$ cat src/inc/lbd_pkg.sv
// Package for the local bus byte-lane decoder: constants, state and beat types.
// Assumes every user of it is clocked by the local bus clock.
package lbd_pkg;

  // Bus width settings that select 32-bit operation
  localparam logic [1:0] LBD_BW_DIRECT = 2'h2;
  localparam logic [1:0] LBD_BW_ENC    = 2'h3;

  // Byte-enable styles for the encoded width
  localparam logic LBD_STYLE_SIZE_ADDR = 1'h0;
  localparam logic LBD_STYLE_LINE      = 1'h1;

  // Lane enable patterns, active low, bit 3 is the top lane
  localparam logic [3:0] LBD_LANES_ALL  = 4'h0;
  localparam logic [3:0] LBD_LANES_NONE = 4'hf;

  // Size code of a cache-line fill in style 1
  localparam logic [1:0] LBD_SIZE_LINE = 2'h3;

  // Beats in a cache-line fill and the index of its last beat
  localparam int unsigned LBD_LINE_BEATS = 4;
  localparam logic [1:0]  LBD_LINE_LAST  = 2'h3;

  // Dword address width and value after reset
  localparam int unsigned LBD_ADDR_W   = 13;
  localparam logic [12:0] LBD_ADDR_RST = 13'h0000;

  // Burst tracking, Gray coded along idle -> burst -> line
  typedef enum logic [1:0] {
    LBD_IDLE  = 2'b00,
    LBD_BURST = 2'b01,
    LBD_LINE  = 2'b11
  } lbd_state_e;

  // One written beat handed to the shared memory
  typedef struct packed {
    logic [12:0] addr;
    logic [3:0]  lanes_n;
    logic [31:0] data;
  } lbd_beat_s;

endpackage

$ cat src/rtl/lbd_lane_decode.sv
// Combinational translation of the four lane select pins into lane enables.
// Assumes the pins are already sampled on the local bus clock.
`timescale 1ns/1ps
module lbd_lane_decode
  import lbd_pkg::*;
(
  // Configuration
  input  wire logic [1:0] bus_width_sel,
  input  wire logic       byte_enable_style,
  // Pins
  input  wire logic [3:0] lane_select_n,
  // Result
  output logic [3:0]      lanes_n,
  output logic            line_fill,
  output logic            mode_32
);

  // Size in bits 3:2, low address in bits 1:0
  function automatic logic [3:0] style0_map(input logic [3:0] code);
    logic [3:0] r;
    r = LBD_LANES_NONE;
    case (code)
      4'h0: r = 4'h0;
      4'h1: r = 4'h8;
      4'h2: r = 4'hc;
      4'h3: r = 4'he;
      4'h4: r = 4'h7;
      4'h5: r = 4'hb;
      4'h6: r = 4'hd;
      4'h7: r = 4'he;
      4'h8: r = 4'h3;
      4'h9: r = 4'h9;
      4'ha: r = 4'hc;
      4'hb: r = 4'he;
      4'hc: r = 4'h1;
      4'hd: r = 4'h8;
      4'he: r = 4'hc;
      default: r = 4'he;
    endcase
    return r;
  endfunction

  function automatic logic [3:0] style1_map(input logic [3:0] code);
    logic [3:0] r;
    r = LBD_LANES_ALL;
    case (code[3:2])
      2'h0: r = LBD_LANES_ALL;
      2'h1: r = ~(4'h8 >> code[1:0]);
      2'h2: r = code[1] ? 4'hc : 4'h3;
      default: r = LBD_LANES_ALL;
    endcase
    return r;
  endfunction

  wire         is_direct = (bus_width_sel == LBD_BW_DIRECT);
  wire         is_enc    = (bus_width_sel == LBD_BW_ENC);
  wire  [3:0]  enc_lanes = byte_enable_style ? style1_map(lane_select_n)
                                             : style0_map(lane_select_n);

  assign mode_32   = is_direct | is_enc;
  // Narrow widths belong to another block, so no lane is written here
  assign lanes_n   = is_direct ? lane_select_n
                   : is_enc    ? enc_lanes
                   : LBD_LANES_NONE;
  assign line_fill = is_enc & (byte_enable_style == LBD_STYLE_LINE)
                   & (lane_select_n[3:2] == LBD_SIZE_LINE);

endmodule

$ cat src/rtl/lbd_local_bus_byte_lane_decoder.sv
// Byte-lane decoder for the 32-bit local bus port of a shared dual-port memory.
// Assumes all bus inputs are synchronous to clk, the local bus clock.
`timescale 1ns/1ps
module lbd_local_bus_byte_lane_decoder
  import lbd_pkg::*;
(
  // Clock and reset
  input  wire logic                clk,
  input  wire logic                resetn,
  // Configuration
  input  wire logic [1:0]          bus_width_sel,
  input  wire logic                byte_enable_style,
  input  wire logic                burst_wrap_off,
  // Local bus cycle qualifiers
  input  wire logic                addr_phase,
  input  wire logic [12:0]         start_addr,
  input  wire logic                data_phase,
  input  wire logic                wr_cycle,
  // Local bus pins
  input  wire logic [3:0]          lane_select_n,
  input  wire logic                final_beat_n,
  input  wire logic [31:0]         dq_in,
  // Toward the shared memory
  output lbd_pkg::lbd_beat_s       wr_beat,
  output logic                     wr_valid,
  output logic                     last_beat,
  output logic                     line_active,
  output logic                     mode_32
);
  import lbd_pkg::*;

  logic [3:0]  dec_lanes_n;
  logic        dec_line_fill;
  logic        dec_mode_32;

  lbd_lane_decode u_decode (
    .bus_width_sel     (bus_width_sel),
    .byte_enable_style (byte_enable_style),
    .lane_select_n     (lane_select_n),
    .lanes_n           (dec_lanes_n),
    .line_fill         (dec_line_fill),
    .mode_32           (dec_mode_32)
  );

  lbd_state_e  state_q;
  lbd_state_e  state_d;
  logic [12:0] addr_q;
  logic [12:0] addr_d;
  logic [1:0]  cnt_q;
  logic [1:0]  cnt_d;
  lbd_beat_s   beat_q;
  logic        valid_q;
  logic        last_q;
  logic        line_q;
  logic        mode_q;

  // Wrap keeps address bits 12:2 of the four-dword line, linear mode carries into the upper address
  function automatic logic [12:0] next_addr(input logic [12:0] a, input logic wrap);
    logic [12:0] inc;
    inc = a + 13'h0001;
    return wrap ? {a[12:2], inc[1:0]} : inc;
  endfunction

  wire        in_line    = (state_q == LBD_LINE);
  // A fill is recognised only on the first beat; later codes are don't-care
  wire        line_start = data_phase & dec_line_fill & (state_q == LBD_IDLE);
  wire        line_beat  = in_line | line_start;
  wire        line_end   = data_phase & line_beat & (cnt_q == LBD_LINE_LAST);
  wire        plain_end  = data_phase & ~line_beat & ~final_beat_n;
  wire        beat_end   = line_end | plain_end;
  wire        wr_accept  = data_phase & wr_cycle & dec_mode_32;
  wire  [3:0] beat_lanes = line_beat ? LBD_LANES_ALL : dec_lanes_n;
  wire        wrap_on    = line_beat & ~burst_wrap_off;

  always_comb
  begin
    state_d = state_q;
    addr_d  = addr_q;
    cnt_d   = cnt_q;
    if (addr_phase)
    begin
      state_d = LBD_IDLE;
      addr_d  = start_addr;
      cnt_d   = 2'h0;
    end
    else if (data_phase & dec_mode_32)
    begin
      addr_d = next_addr(addr_q, wrap_on);
      cnt_d  = line_beat ? cnt_q + 2'h1 : 2'h0;
      case (state_q)
        LBD_IDLE:  state_d = beat_end ? LBD_IDLE : (line_start ? LBD_LINE : LBD_BURST);
        LBD_BURST: state_d = beat_end ? LBD_IDLE : LBD_BURST;
        default:   state_d = beat_end ? LBD_IDLE : LBD_LINE;
      endcase
    end
  end

  always_ff @(posedge clk or negedge resetn)
  begin
    if (!resetn)
    begin
      state_q <= LBD_IDLE;
      addr_q  <= LBD_ADDR_RST;
      cnt_q   <= 2'h0;
    end
    else
    begin
      state_q <= state_d;
      addr_q  <= addr_d;
      cnt_q   <= cnt_d;
    end
  end

  always_ff @(posedge clk or negedge resetn)
  begin
    if (!resetn)
    begin
      beat_q  <= '{addr: LBD_ADDR_RST, lanes_n: LBD_LANES_NONE, data: 32'h0000_0000};
      valid_q <= 1'b0;
      last_q  <= 1'b0;
      line_q  <= 1'b0;
      mode_q  <= 1'b0;
    end
    else
    begin
      if (wr_accept)
      begin
        beat_q <= '{addr: addr_q, lanes_n: beat_lanes, data: dq_in};
      end
      valid_q <= wr_accept;
      last_q  <= data_phase & dec_mode_32 & beat_end;
      line_q  <= (state_d == LBD_LINE);
      mode_q  <= dec_mode_32;
    end
  end

  assign wr_beat     = beat_q;
  assign wr_valid    = valid_q;
  assign last_beat   = last_q;
  assign line_active = line_q;
  assign mode_32     = mode_q;

  // Checks
  logic [2:0] line_len_q;
  always_ff @(posedge clk or negedge resetn)
  begin
    if (!resetn)
      line_len_q <= 3'h0;
    else if (addr_phase)
      line_len_q <= 3'h0;
    else if (data_phase & dec_mode_32 & line_beat)
      line_len_q <= line_end ? 3'h0 : line_len_q + 3'h1;
  end

  a_line_len_bound: assert property (@(posedge clk) disable iff (!resetn)
    line_len_q < 3'(LBD_LINE_BEATS)) else $error("line fill ran past four beats");

  a_direct_lanes: assert property (@(posedge clk) disable iff (!resetn)
    (wr_accept && bus_width_sel == LBD_BW_DIRECT && !line_beat)
    |=> (wr_valid && wr_beat.lanes_n == $past(lane_select_n)))
    else $error("direct mode lanes differ from pins");

  a_narrow_no_write: assert property (@(posedge clk) disable iff (!resetn)
    (!bus_width_sel[1]) |=> (!wr_valid && !mode_32)) else $error("write in narrow mode");

  a_line_all_lanes: assert property (@(posedge clk) disable iff (!resetn)
    (wr_accept && line_beat) |=> (wr_beat.lanes_n == LBD_LANES_ALL))
    else $error("line fill beat not full word");

  a_style0_single: assert property (@(posedge clk) disable iff (!resetn)
    (wr_accept && bus_width_sel == LBD_BW_ENC && !byte_enable_style
     && lane_select_n[3:2] == 2'h1)
    |=> ($countones(wr_beat.lanes_n) == 3)) else $error("style 0 byte write not one lane");

  a_style1_half: assert property (@(posedge clk) disable iff (!resetn)
    (wr_accept && bus_width_sel == LBD_BW_ENC && byte_enable_style
     && lane_select_n[3:2] == 2'h2 && !line_beat)
    |=> (wr_beat.lanes_n == ($past(lane_select_n[1]) ? 4'hc : 4'h3)))
    else $error("style 1 half word lanes wrong");

  a_line_ends_four: assert property (@(posedge clk) disable iff (!resetn)
    (line_start && !addr_phase) ##1 (data_phase && !addr_phase) [*3]
    |=> (last_beat && !line_active)) else $error("line fill did not end on fourth beat");

  a_wrap_addr: assert property (@(posedge clk) disable iff (!resetn)
    (data_phase && dec_mode_32 && line_beat && !addr_phase)
    |=> (addr_q[12:2] == ($past(burst_wrap_off) ? ($past(addr_q) + 13'h1) >> 2
                                                 : $past(addr_q[12:2]))))
    else $error("line fill address step wrong");

  a_data_latched: assert property (@(posedge clk) disable iff (!resetn)
    wr_accept |=> (wr_valid && wr_beat.data == $past(dq_in))) else $error("data not latched");

  c_direct_write: cover property (@(posedge clk) disable iff (!resetn)
    wr_accept && bus_width_sel == LBD_BW_DIRECT);
  c_style0_write: cover property (@(posedge clk) disable iff (!resetn)
    wr_accept && bus_width_sel == LBD_BW_ENC && !byte_enable_style);
  c_line_fill: cover property (@(posedge clk) disable iff (!resetn)
    line_end);
  c_plain_burst_end: cover property (@(posedge clk) disable iff (!resetn)
    plain_end && state_q == LBD_BURST);

endmodule

$ cat config.mk
export PLATFORM = sky130hd
export DESIGN_NAME = lbd_local_bus_byte_lane_decoder
export DESIGN_NICKNAME = d
export VERILOG_FILES = /design/src/inc/lbd_pkg.sv /design/src/rtl/lbd_lane_decode.sv /design/src/rtl/lbd_local_bus_byte_lane_decoder.sv
export SDC_FILE = /design/constraint.sdc
export NUM_CORES = 1
export LEC_CHECK = 0
export ABC_CLOCK_PERIOD_IN_PS = 2300
export BUFFER_PORTS_ARGS = -buffer_cell sky130_fd_sc_hd__clkbuf_2
export CAP_MARGIN = 40
export CORE_ASPECT_RATIO = 0.6
export CORE_MARGIN = 2
export CORE_UTILIZATION = 33
export CTS_CLUSTER_DIAMETER = 30
export DETAILED_ROUTE_END_ITERATION = 8
export GPL_TIMING_DRIVEN = 0
export PLACE_DENSITY_LB_ADDON = 0.08
export SLEW_MARGIN = 5
export SYNTH_ARGS = -nofsm -noshare
export SYNTH_HDL_FRONTEND = slang
export SYNTH_HIERARCHICAL = 1
export SYNTH_SLANG_ARGS = --single-unit
$ cat constraint.sdc
create_clock -name clk -period 2.3 [get_ports clk]
set_clock_uncertainty 0.15 [all_clocks]
set_input_delay 0.115 -clock clk [delete_from_list [all_inputs] [get_ports clk]]
set_output_delay 0.115 -clock clk [all_outputs]
set_load 0.02 [all_outputs]
==> flow_summary.ini, run 1 <==
[synth]
synthTopCellsByCount = 66 x dfrtp_1, 44 x mux2_2, 25 x nand2_1
avgSynthCellArea_um2 = 11.5
syn-cell-area_mm2 = 0.00329
synthTopCellsByArea = dfrtp_1 50%, mux2_2 15%, ha_1 3.8%, dfstp_2 3.2%, nand2_1 2.9%
synthArstFlopShare_pct = 100
yosysTopAreaCellShare_pct = 50.2
synth-edff-count = 0
ys_warn_count = 6
synth_nets = 354
synth_most_common_cell = dfrtp_1
synth_seq_area_share_pct = 53.4
yosysUniqueCellTypes = 41
synthCells = 285
synth_ff_type = dfrtp_1
synth_area_leader_cell = dfrtp_1
ys_ff_latch = 70

[global_route]
overflow = 0
grt_max_degree = 52
track_usage_pct = 16.2
grt_pass1_vias = 2695
grt_pass1_wl_um = 13600
antenna_found_initial = 0

[power_and_ir_drop]
p_per_area_mw_per_mm2 = 850
ir_worst_vdd_uv = 430
p_leak_nw = 2.31

[floorplan]
die_area_mm2 = 0.0108
core_mm2 = 0.00977
fp-row-count = 28
die_w_um = 133
start_util_pct = 33.7
die_h_um = 81.4
pin_count = 112

[timing]
period_minus_slack_ps = 2190
rsz0062_at_grt = false
fin_hold_ws_ps = 18.8
hold_viol = 0
drv_slew = 0
fin_crit_sh_pct = 95.2
tightest_slew_ps = 511
tns_ps = 0
fmax_mhz = 457
finalSetupViolCount = 0
maxSlewHeadroom_pct = 66.0

[detailed_routing]
wl_per_cell_um = 13.7
drtAntennaViolNets = 0
vias = 2778
drc_errors = 0
wl_um = 8160
drtIter0Drc = 166
viasPerCell = 4.66
firstDrtPassIters = 4

[critical_path]
crit_path_start = bus_width_sel[1]
worstSetupPathType = in2reg
path_max_fanout = 8
slowest_delay_ps = 610
end_kind = register
required_ps = 2390
cp-start-kind = primary input
crit_path_cell_trace = dlygate4sd3_1 -> and2_4 -> and3_1 -> or4b_1 -> buf_6 -> nand4_4 -> or4_1 -> a31oi_1
worst-path-buf-inv = 2
cp.arrival_ps = 2280
reg2reg_from = state_q[0]
cpLargestDelayFamily = simple AND/OR/NAND/NOR gates
worst_path_max_delay_cell = dlygate4sd3_1

[cts]
clkTransAtPathRegs_ps = 60
htreeDepth = 3
cts-buffers-inserted = 9
cts_buffer_depth = 2
clk_latency_ps = 330
clock_sinks = 70
cts_tree = built
root_buffer = clkbuf_16

[run_status]
outcome = finished clean

[final_layout]
antenna-diode-count = 0
design_area_mm2 = 0.00492
drive_gt1_share_pct = 40.6
nNetsFinal = 525
final_util_pct = 50.3
syn_to_final_growth_pct = 49.5
fillers = 897

[run]
maxCapViolCount = 0

[worst_hold_path]
hp-start = addr_phase
hp-class = in2reg

[placed_design]
hpwl_um = 5810
gp_congestion = 0.833
port_buffers = 111
place_area_mm2 = 0.00405
## cells by family (layout without fill, tap and decap cells)
logic type | Yosys count | count (layout) | share of synthesized area [%]
adder cells (fa/ha/maj) | 10 | 10 | 3.80
multiplexers | 46 | 46 | 15.7
XOR/XNOR | 2 | 2 | 0.532
AND/OR/NAND/NOR | 86 | 86 | 14.2
flip-flops | 70 | 70 | 53.4
AO/OA/AOI/OAI | 50 | 50 | 9.39
buffers and inverters | 21 | 197 | 3.00
## final cells by class
type	count	area, um^2	share of cell area [%]
plain buffers	10	60.1	1.22
clock buffers	11	253	5.14
inverters	11	41.3	0.839
repair buffers	160	1070	21.7
well taps	135	169	3.43
flip-flops and latches	70	1760	35.7
clock inverters	5	129	2.62
multi-input cells	194	1440	29.3
## cells in the final DEF, fill, tap and decap left out, drive strengths merged, types with 2 or more instances in the layout
| cell type | netlist | routed |
|---|---|---|
| and4 | 2 | 2 |
| and3 | 2 | 2 |
| a22oi | 3 | 3 |
| or3 | 3 | 3 |
| nand4 | 3 | 3 |
| bufinv | 0 | 4 |
| a31oi | 11 | 11 |
| clkinv | 1 | 2 |
| dfstp | 4 | 4 |
| nand3 | 7 | 7 |
| o21ai | 18 | 18 |
| dlygate4sd3 | 0 | 48 |
| ha | 10 | 10 |
| and2 | 6 | 6 |
| nor3 | 2 | 2 |
| or4 | 7 | 7 |
| clkbuf | 4 | 126 |
| dfrtp | 66 | 66 |
| nand2 | 25 | 25 |
| nor2b | 3 | 3 |
| nor2 | 18 | 18 |
| mux2 | 44 | 44 |
| a21oi | 5 | 5 |
| nor3b | 3 | 3 |
| o31ai | 6 | 6 |
| inv | 10 | 10 |
| buf | 6 | 7 |
| nand3b | 2 | 2 |
| mux2i | 2 | 2 |
## path summary, 6_finish.rpt
kind | to | slack (ps) | cells past startpoint
max | addr_q[9] | 110 | 8
min | state_q[0] | 20 | 3
max reg2reg | addr_q[11] | 440 | 6
min reg2reg | wr_beat[33] | 330 | 2
max in group asynchronous | wr_beat[35] | 1310 | 3
min in group asynchronous | wr_beat[1] | 90 | 2
## metrics by stage
stage	cells	setup slack [ps]	total power, W
floorplan	285	529	0.00206
global placement	531	195	0.00238
detailed placement	532	190	0.00240
CTS	596	20.4	0.00424
global route	596	10.4	0.00441
finish	596	110	0.00418
## registers in the layout, summed over array words and instances, names as in the netlist
signal / cells
line_active: 1
wr_valid: 1
cnt_q: 2
wr_beat: 49
addr_q: 13
mode_32: 1
last_beat: 1
state_q: 2
## metal layers
| metal | global-route usage (%) | part of all wire, % |
|---|---|---|
| met2 | 22.6 | 41 |
| met1 | 23.3 | 52 |
| met5 | 0 | 0 |
| met3 | 6.12 | 6.6 |
| met4 | 4.52 | 0.78 |
## where the power goes
part	switching (W)	internal [W]	leakage, nW	total [W]
Combinational	0.000490	0.000391	1.30	0.000881
Sequential	0.000118	0.00144	0.830	0.00156
Clock	0.000510	0.00123	0.186	0.00174
Total	0.00112	0.00306	2.31	0.00418
## worst register-to-register path: stages, from the launching register on
cell	delay (ps)
dfrtp_1	430
or4b_1	550
buf_6	150
nand4_4	130
buf_4	140
o31ai_1	70
a31oi_1	160
## timing repair
action,in CTS,in global routing
setup endpoints to repair,0,51
buffers inserted,0,1
hold endpoints to repair,117,0
hold buffers,48,0
gates resized for setup,0,4
No activity file was read; power rests on OpenSTA's default activity.
==> run 2: changes to the inputs <==
--- a/config.mk
+++ b/config.mk
@@ -11,6 +11,7 @@
 export CORE_ASPECT_RATIO = 0.6
 export CORE_MARGIN = 2
 export CORE_UTILIZATION = 33
+export CTS_BUF_LIST = sky130_fd_sc_hd__clkbuf_4
 export CTS_CLUSTER_DIAMETER = 30
 export DETAILED_ROUTE_END_ITERATION = 8
 export GPL_TIMING_DRIVEN = 0
==> flow_summary.ini, run 2 (synthesis results as in run 1) <==
[final_layout]
nNetsFinal = 531
largest_reg_flops = 49
final_common_cell = clkbuf_2
drive_gt1_share_pct = 39.4
layout_common_cells = 110 x clkbuf_2, 66 x dfrtp_1, 53 x dlygate4sd3_1
antenna-diode-count = 0
syn_to_final_growth_pct = 45.6

[critical_path]
cpLargestDelayFamily = simple AND/OR/NAND/NOR gates
reg2reg_slack_ps = 410
reg2reg_from = state_q[0]
end_kind = register
required_ps = 2510
crit_path_cell_trace = dlygate4sd3_1 -> clkbuf_2 -> and2_1 -> and3_1 -> or4b_1 -> buf_6 -> nand4_4 -> buf_4 -> or4_1 -> nand3_1
slowest_delay_ps = 550
cp.arrival_ps = 2460
path_max_fanout = 8
worstSetupPathType = in2reg
worst-path-buf-inv = 4
crit_path_start = bus_width_sel[0]
cp-start-kind = primary input
worst_path_max_delay_cell = dlygate4sd3_1

[placed_design]
port_buffers = 111
hpwl_um = 5810
gp_congestion = 0.833

[timing]
tightest_slew_ps = 724
maxSlewHeadroom_pct = 51.6
fmax_mhz = 445
fin_hold_ws_ps = 75.9
tns_ps = 0
hold_viol = 0
drv_slew = 0
period_minus_slack_ps = 2250
fin_crit_sh_pct = 97.7
rsz0062_at_grt = false
finalSetupViolCount = 0

[cts]
clk_latency_ps = 420
cts_buffer_depth = 2
cts_tree = built
clkTransAtPathRegs_ps = 110
htreeDepth = 3
clock_sinks = 70
cts-buffers-inserted = 9
root_buffer = clkbuf_4

[floorplan]
die_w_um = 133
pin_count = 112
fp-row-count = 28
start_util_pct = 33.7
die_area_mm2 = 0.0108
die_h_um = 81.4
core_mm2 = 0.00977

[global_route]
grt_max_degree = 52
met1_usage_pct = 23.2
top_usage_layer = met2
track_usage_pct = 16.6
grt_pass1_vias = 2745
overflow = 0
use_met3_pct = 6.30
use_met2_pct = 24.1
grt_pass1_wl_um = 13800
antenna_found_initial = 0

[detailed_routing]
drc_errors = 0
viasPerCell = 4.65
vias = 2801
wl_um = 8390
wl_per_cell_um = 13.9
drtAntennaViolNets = 0
drtIter0Drc = 146
firstDrtPassIters = 4

[run]
maxCapViolCount = 0

[worst_hold_path]
hp-start = lane_select_n[0]
hp-class = in2reg

[power_and_ir_drop]
p_leak_nw = 2.25
p_per_area_mw_per_mm2 = 740
ir_worst_vdd_uv = 377
power_w = 0.00354

[run_status]
outcome = finished clean
[run 2: path summary, 6_finish.rpt]
path	to	cells after the start
hold / removal	wr_beat[32]	5
max in group asynchronous	state_q[1]	3
min in group asynchronous	wr_beat[33]	2
hold reg to reg	wr_beat[33]	2
setup / recovery	addr_q[3]	10
setup reg to reg	addr_q[11]	6
[run 2: area by class of cell]
cell class / instances / area, um^2
Sequential cell: 70 / 1760
Multi-Input combinational cell: 194 / 1440
Timing Repair Buffer: 166 / 1120
Fill cell: 917 / 4980
Tap cell: 135 / 169
Clock buffer: 9 / 67.6
Buffer: 10 / 57.6
Inverter: 11 / 41.3
Clock inverter: 7 / 136
[run 2: where the power goes]
group | switching, W | total [W] | internal [W]
sequential | 0.000120 | 0.00156 | 0.00144
combinational | 0.000492 | 0.000888 | 0.000396
clock | 0.000443 | 0.00110 | 0.000655
[run 2: per-stage QoR]
step	setup WS, ps	instance area (um^2)	util, %	cells
after floorplan	529	3290	-	285
after global placement	195	4020	41.1	531
after detailed placement	190	4050	41.4	532
after CTS	109	4780	48.9	601
after global routing	28.6	4790	49.0	602
final	53.1	4790	49.0	602
[run 2: per-layer routing]
| metal | up-vias | share of wire, % |
|---|---|---|
| met5 | - | 0 |
| met4 | 0 | 1.1 |
| met3 | 10 | 7.4 |
| met2 | 85 | 41 |
| met1 | 1319 | 50 |
| li1 | 1387 | - |
[run 2: worst reg2reg max path, stage by stage (launching register included)]
cell and delay [ps]:
dfrtp_1 450, or4b_1 560, buf_6 150, nand4_4 130
buf_4 140, o31ai_1 70, a31oi_1 160
[run 2: timing repair]
item	CTS	global route
hold buffers	53	0
endpoints found under the hold margin	122	0
endpoints found under the setup margin	0	2
setup buffers	0	1
gates resized for setup	0	1
==> run 3: changes to the inputs <==
--- a/config.mk
+++ b/config.mk
@@ -14,8 +14,8 @@
 export CTS_BUF_LIST = sky130_fd_sc_hd__clkbuf_4
 export CTS_CLUSTER_DIAMETER = 30
 export DETAILED_ROUTE_END_ITERATION = 8
-export GPL_TIMING_DRIVEN = 0
-export PLACE_DENSITY_LB_ADDON = 0.08
+export GPL_TIMING_DRIVEN = 1
+export PLACE_DENSITY_LB_ADDON = 0.15
 export SLEW_MARGIN = 5
 export SYNTH_ARGS = -nofsm -noshare
 export SYNTH_HDL_FRONTEND = slang
==> flow_summary.ini, run 3 (synthesis results as in run 1) <==
[critical_path]
cp-start-kind = primary input
end_kind = register
crit_path_cell_trace = dlygate4sd3_1 -> clkbuf_2 -> and2_4 -> and3_1 -> and4bb_2 -> a21oi_1 -> buf_4 -> and2_1 -> nor3_1 -> dlygate4sd3_1
cp.arrival_ps = 2360
path_max_fanout = 6
slowest_delay_ps = 560
worstSetupPathType = in2reg
required_ps = 2460
critPathMostFrequentCell = dlygate4sd3_1
worst_path_max_delay_cell = dlygate4sd3_1
worst-path-buf-inv = 4
cpLargestDelayFamily = buffers and inverters

[detailed_routing]
wl_um = 8460
firstDrtPassIters = 4
drtIter0Drc = 169
drc_errors = 0
vias = 2869
viasPerCell = 4.74
wl_per_cell_um = 14.0
drtAntennaViolNets = 0

[floorplan]
die_h_um = 81.4
core_mm2 = 0.00977
start_util_pct = 33.7
fp-row-count = 28
die_w_um = 133
die_area_mm2 = 0.0108
pin_count = 112

[worst_hold_path]
hp-class = in2reg

[global_route]
track_usage_pct = 16.6
use_met3_pct = 6.30
grt_max_degree = 42
grt_pass1_wl_um = 14100
top_usage_layer = met2
met1_usage_pct = 22.5
overflow = 0
grt_pass1_vias = 2868
use_met2_pct = 25.7
antenna_found_initial = 1

[final_layout]
instances_no_fill = 605
nNetsFinal = 533
final_common_cell = clkbuf_2
drive_gt1_share_pct = 39.7
layout_common_cells = 109 x clkbuf_2, 66 x dfrtp_1, 58 x dlygate4sd3_1
largest_reg_flops = 49
syn_to_final_growth_pct = 44.4

[timing]
tightest_slew_ps = 549
finalSetupViolCount = 0
rsz0062_at_grt = false
drv_slew = 0
hold_viol = 0
tns_ps = 0
period_minus_slack_ps = 2200
fmax_mhz = 455
fin_crit_sh_pct = 95.5
maxSlewHeadroom_pct = 63.4

[cts]
htreeDepth = 3
clock_sinks = 70
cts_buffer_depth = 2
cts-buffers-inserted = 9
root_buffer = clkbuf_4
clkTransAtPathRegs_ps = 110
clk_latency_ps = 420
cts_tree = built

[power_and_ir_drop]
ir_worst_vdd_uv = 361
p_per_area_mw_per_mm2 = 663
p_leak_nw = 2.24

[placed_design]
dp.cells = 528
port_buffers = 111
hpwl_um = 5600
gp_congestion = 0.896

[run_status]
outcome = finished clean

[run]
maxCapViolCount = 0
-- run 3: cell count changes in the layout (fill, tap and decap cells not counted), sizes merged --
cell and change:
buf +2, bufinv -4, clkbuf -5, clkinvlp +3, diode +1, dlygate4sd3 +5, dlymetal6s4s +1
-- run 3: worst paths after layout --
kind / startpoint / to / slack, ps / cells past startpoint
worst max-delay path: bus_width_sel[1] / last_beat / 100 / 10
worst min-delay path: lane_select_n[3] / wr_beat[35] / 60 / 5
worst max register to register: state_q[1] / last_beat / 300 / 6
worst min register to register: wr_beat[34] / wr_beat[34] / 330 / 2
max in group asynchronous: resetn / wr_beat[33] / 1240 / 3
min in group asynchronous: resetn / wr_beat[14] / 80 / 2
-- run 3: stage by stage --
step	total power (W)	utilization (%)	worst slack, ps	hold WS, ps	area, um^2
after global routing	0.00336	48.6	39.2	88.4	4750
after floorplan	0.00206	-	529	-331	3290
after detailed placement	0.00241	41.2	230	-9.71	4030
after CTS	0.00319	48.4	30.3	2.29	4730
after global placement	0.00239	41.2	243	-10.8	4030
final	0.00315	48.6	103	57.3	4750
-- run 3: layout make-up --
class                   instances  area [um^2]
multi-input cells             194         1440
repair buffers                178         1230
inverters                      11         41.3
fillers                       926         5020
clock buffers                  10         75.1
well taps                     135          169
diodes                          1         2.50
clock inverters                 6         38.8
flip-flops and latches         70         1760
-- run 3: metal layers --
metal  share of wire (%)  vias to the layer above  routed length [um]
met1                  49                     1362                4120
met3                 7.9                       11                 669
met2                  42                      109                3580
li1                    -                     1387                   -
met4                0.91                        0                  77
met5                   0                        -                   0
-- run 3: timing repair --
| item | 4_1_cts | 5_1_grt |
|---|---|---|
| hold endpoints to repair | 126 | 0 |
| buffers inserted | 0 | 2 |
| gates resized for setup | 0 | 3 |
| setup endpoints to repair | 0 | 5 |
| hold buffers | 59 | 0 |
-- run 3: worst register-to-register path, cell delays in order, from the launching register on --
cell,delay [ps]
dfrtp_1,450
and4bb_2,310
a21oi_1,40
buf_4,160
and2_1,160
nor3_1,110
dlygate4sd3_1,560
-- run 3: where the power goes --
part / total [W] / internal [W] / switching, W
Sequential: 0.00156 / 0.00144 / 0.000119
Combinational: 0.000905 / 0.000404 / 0.000501
Clock: 0.000690 / 0.000228 / 0.000462
Total: 0.00315 / 0.00207 / 0.00108
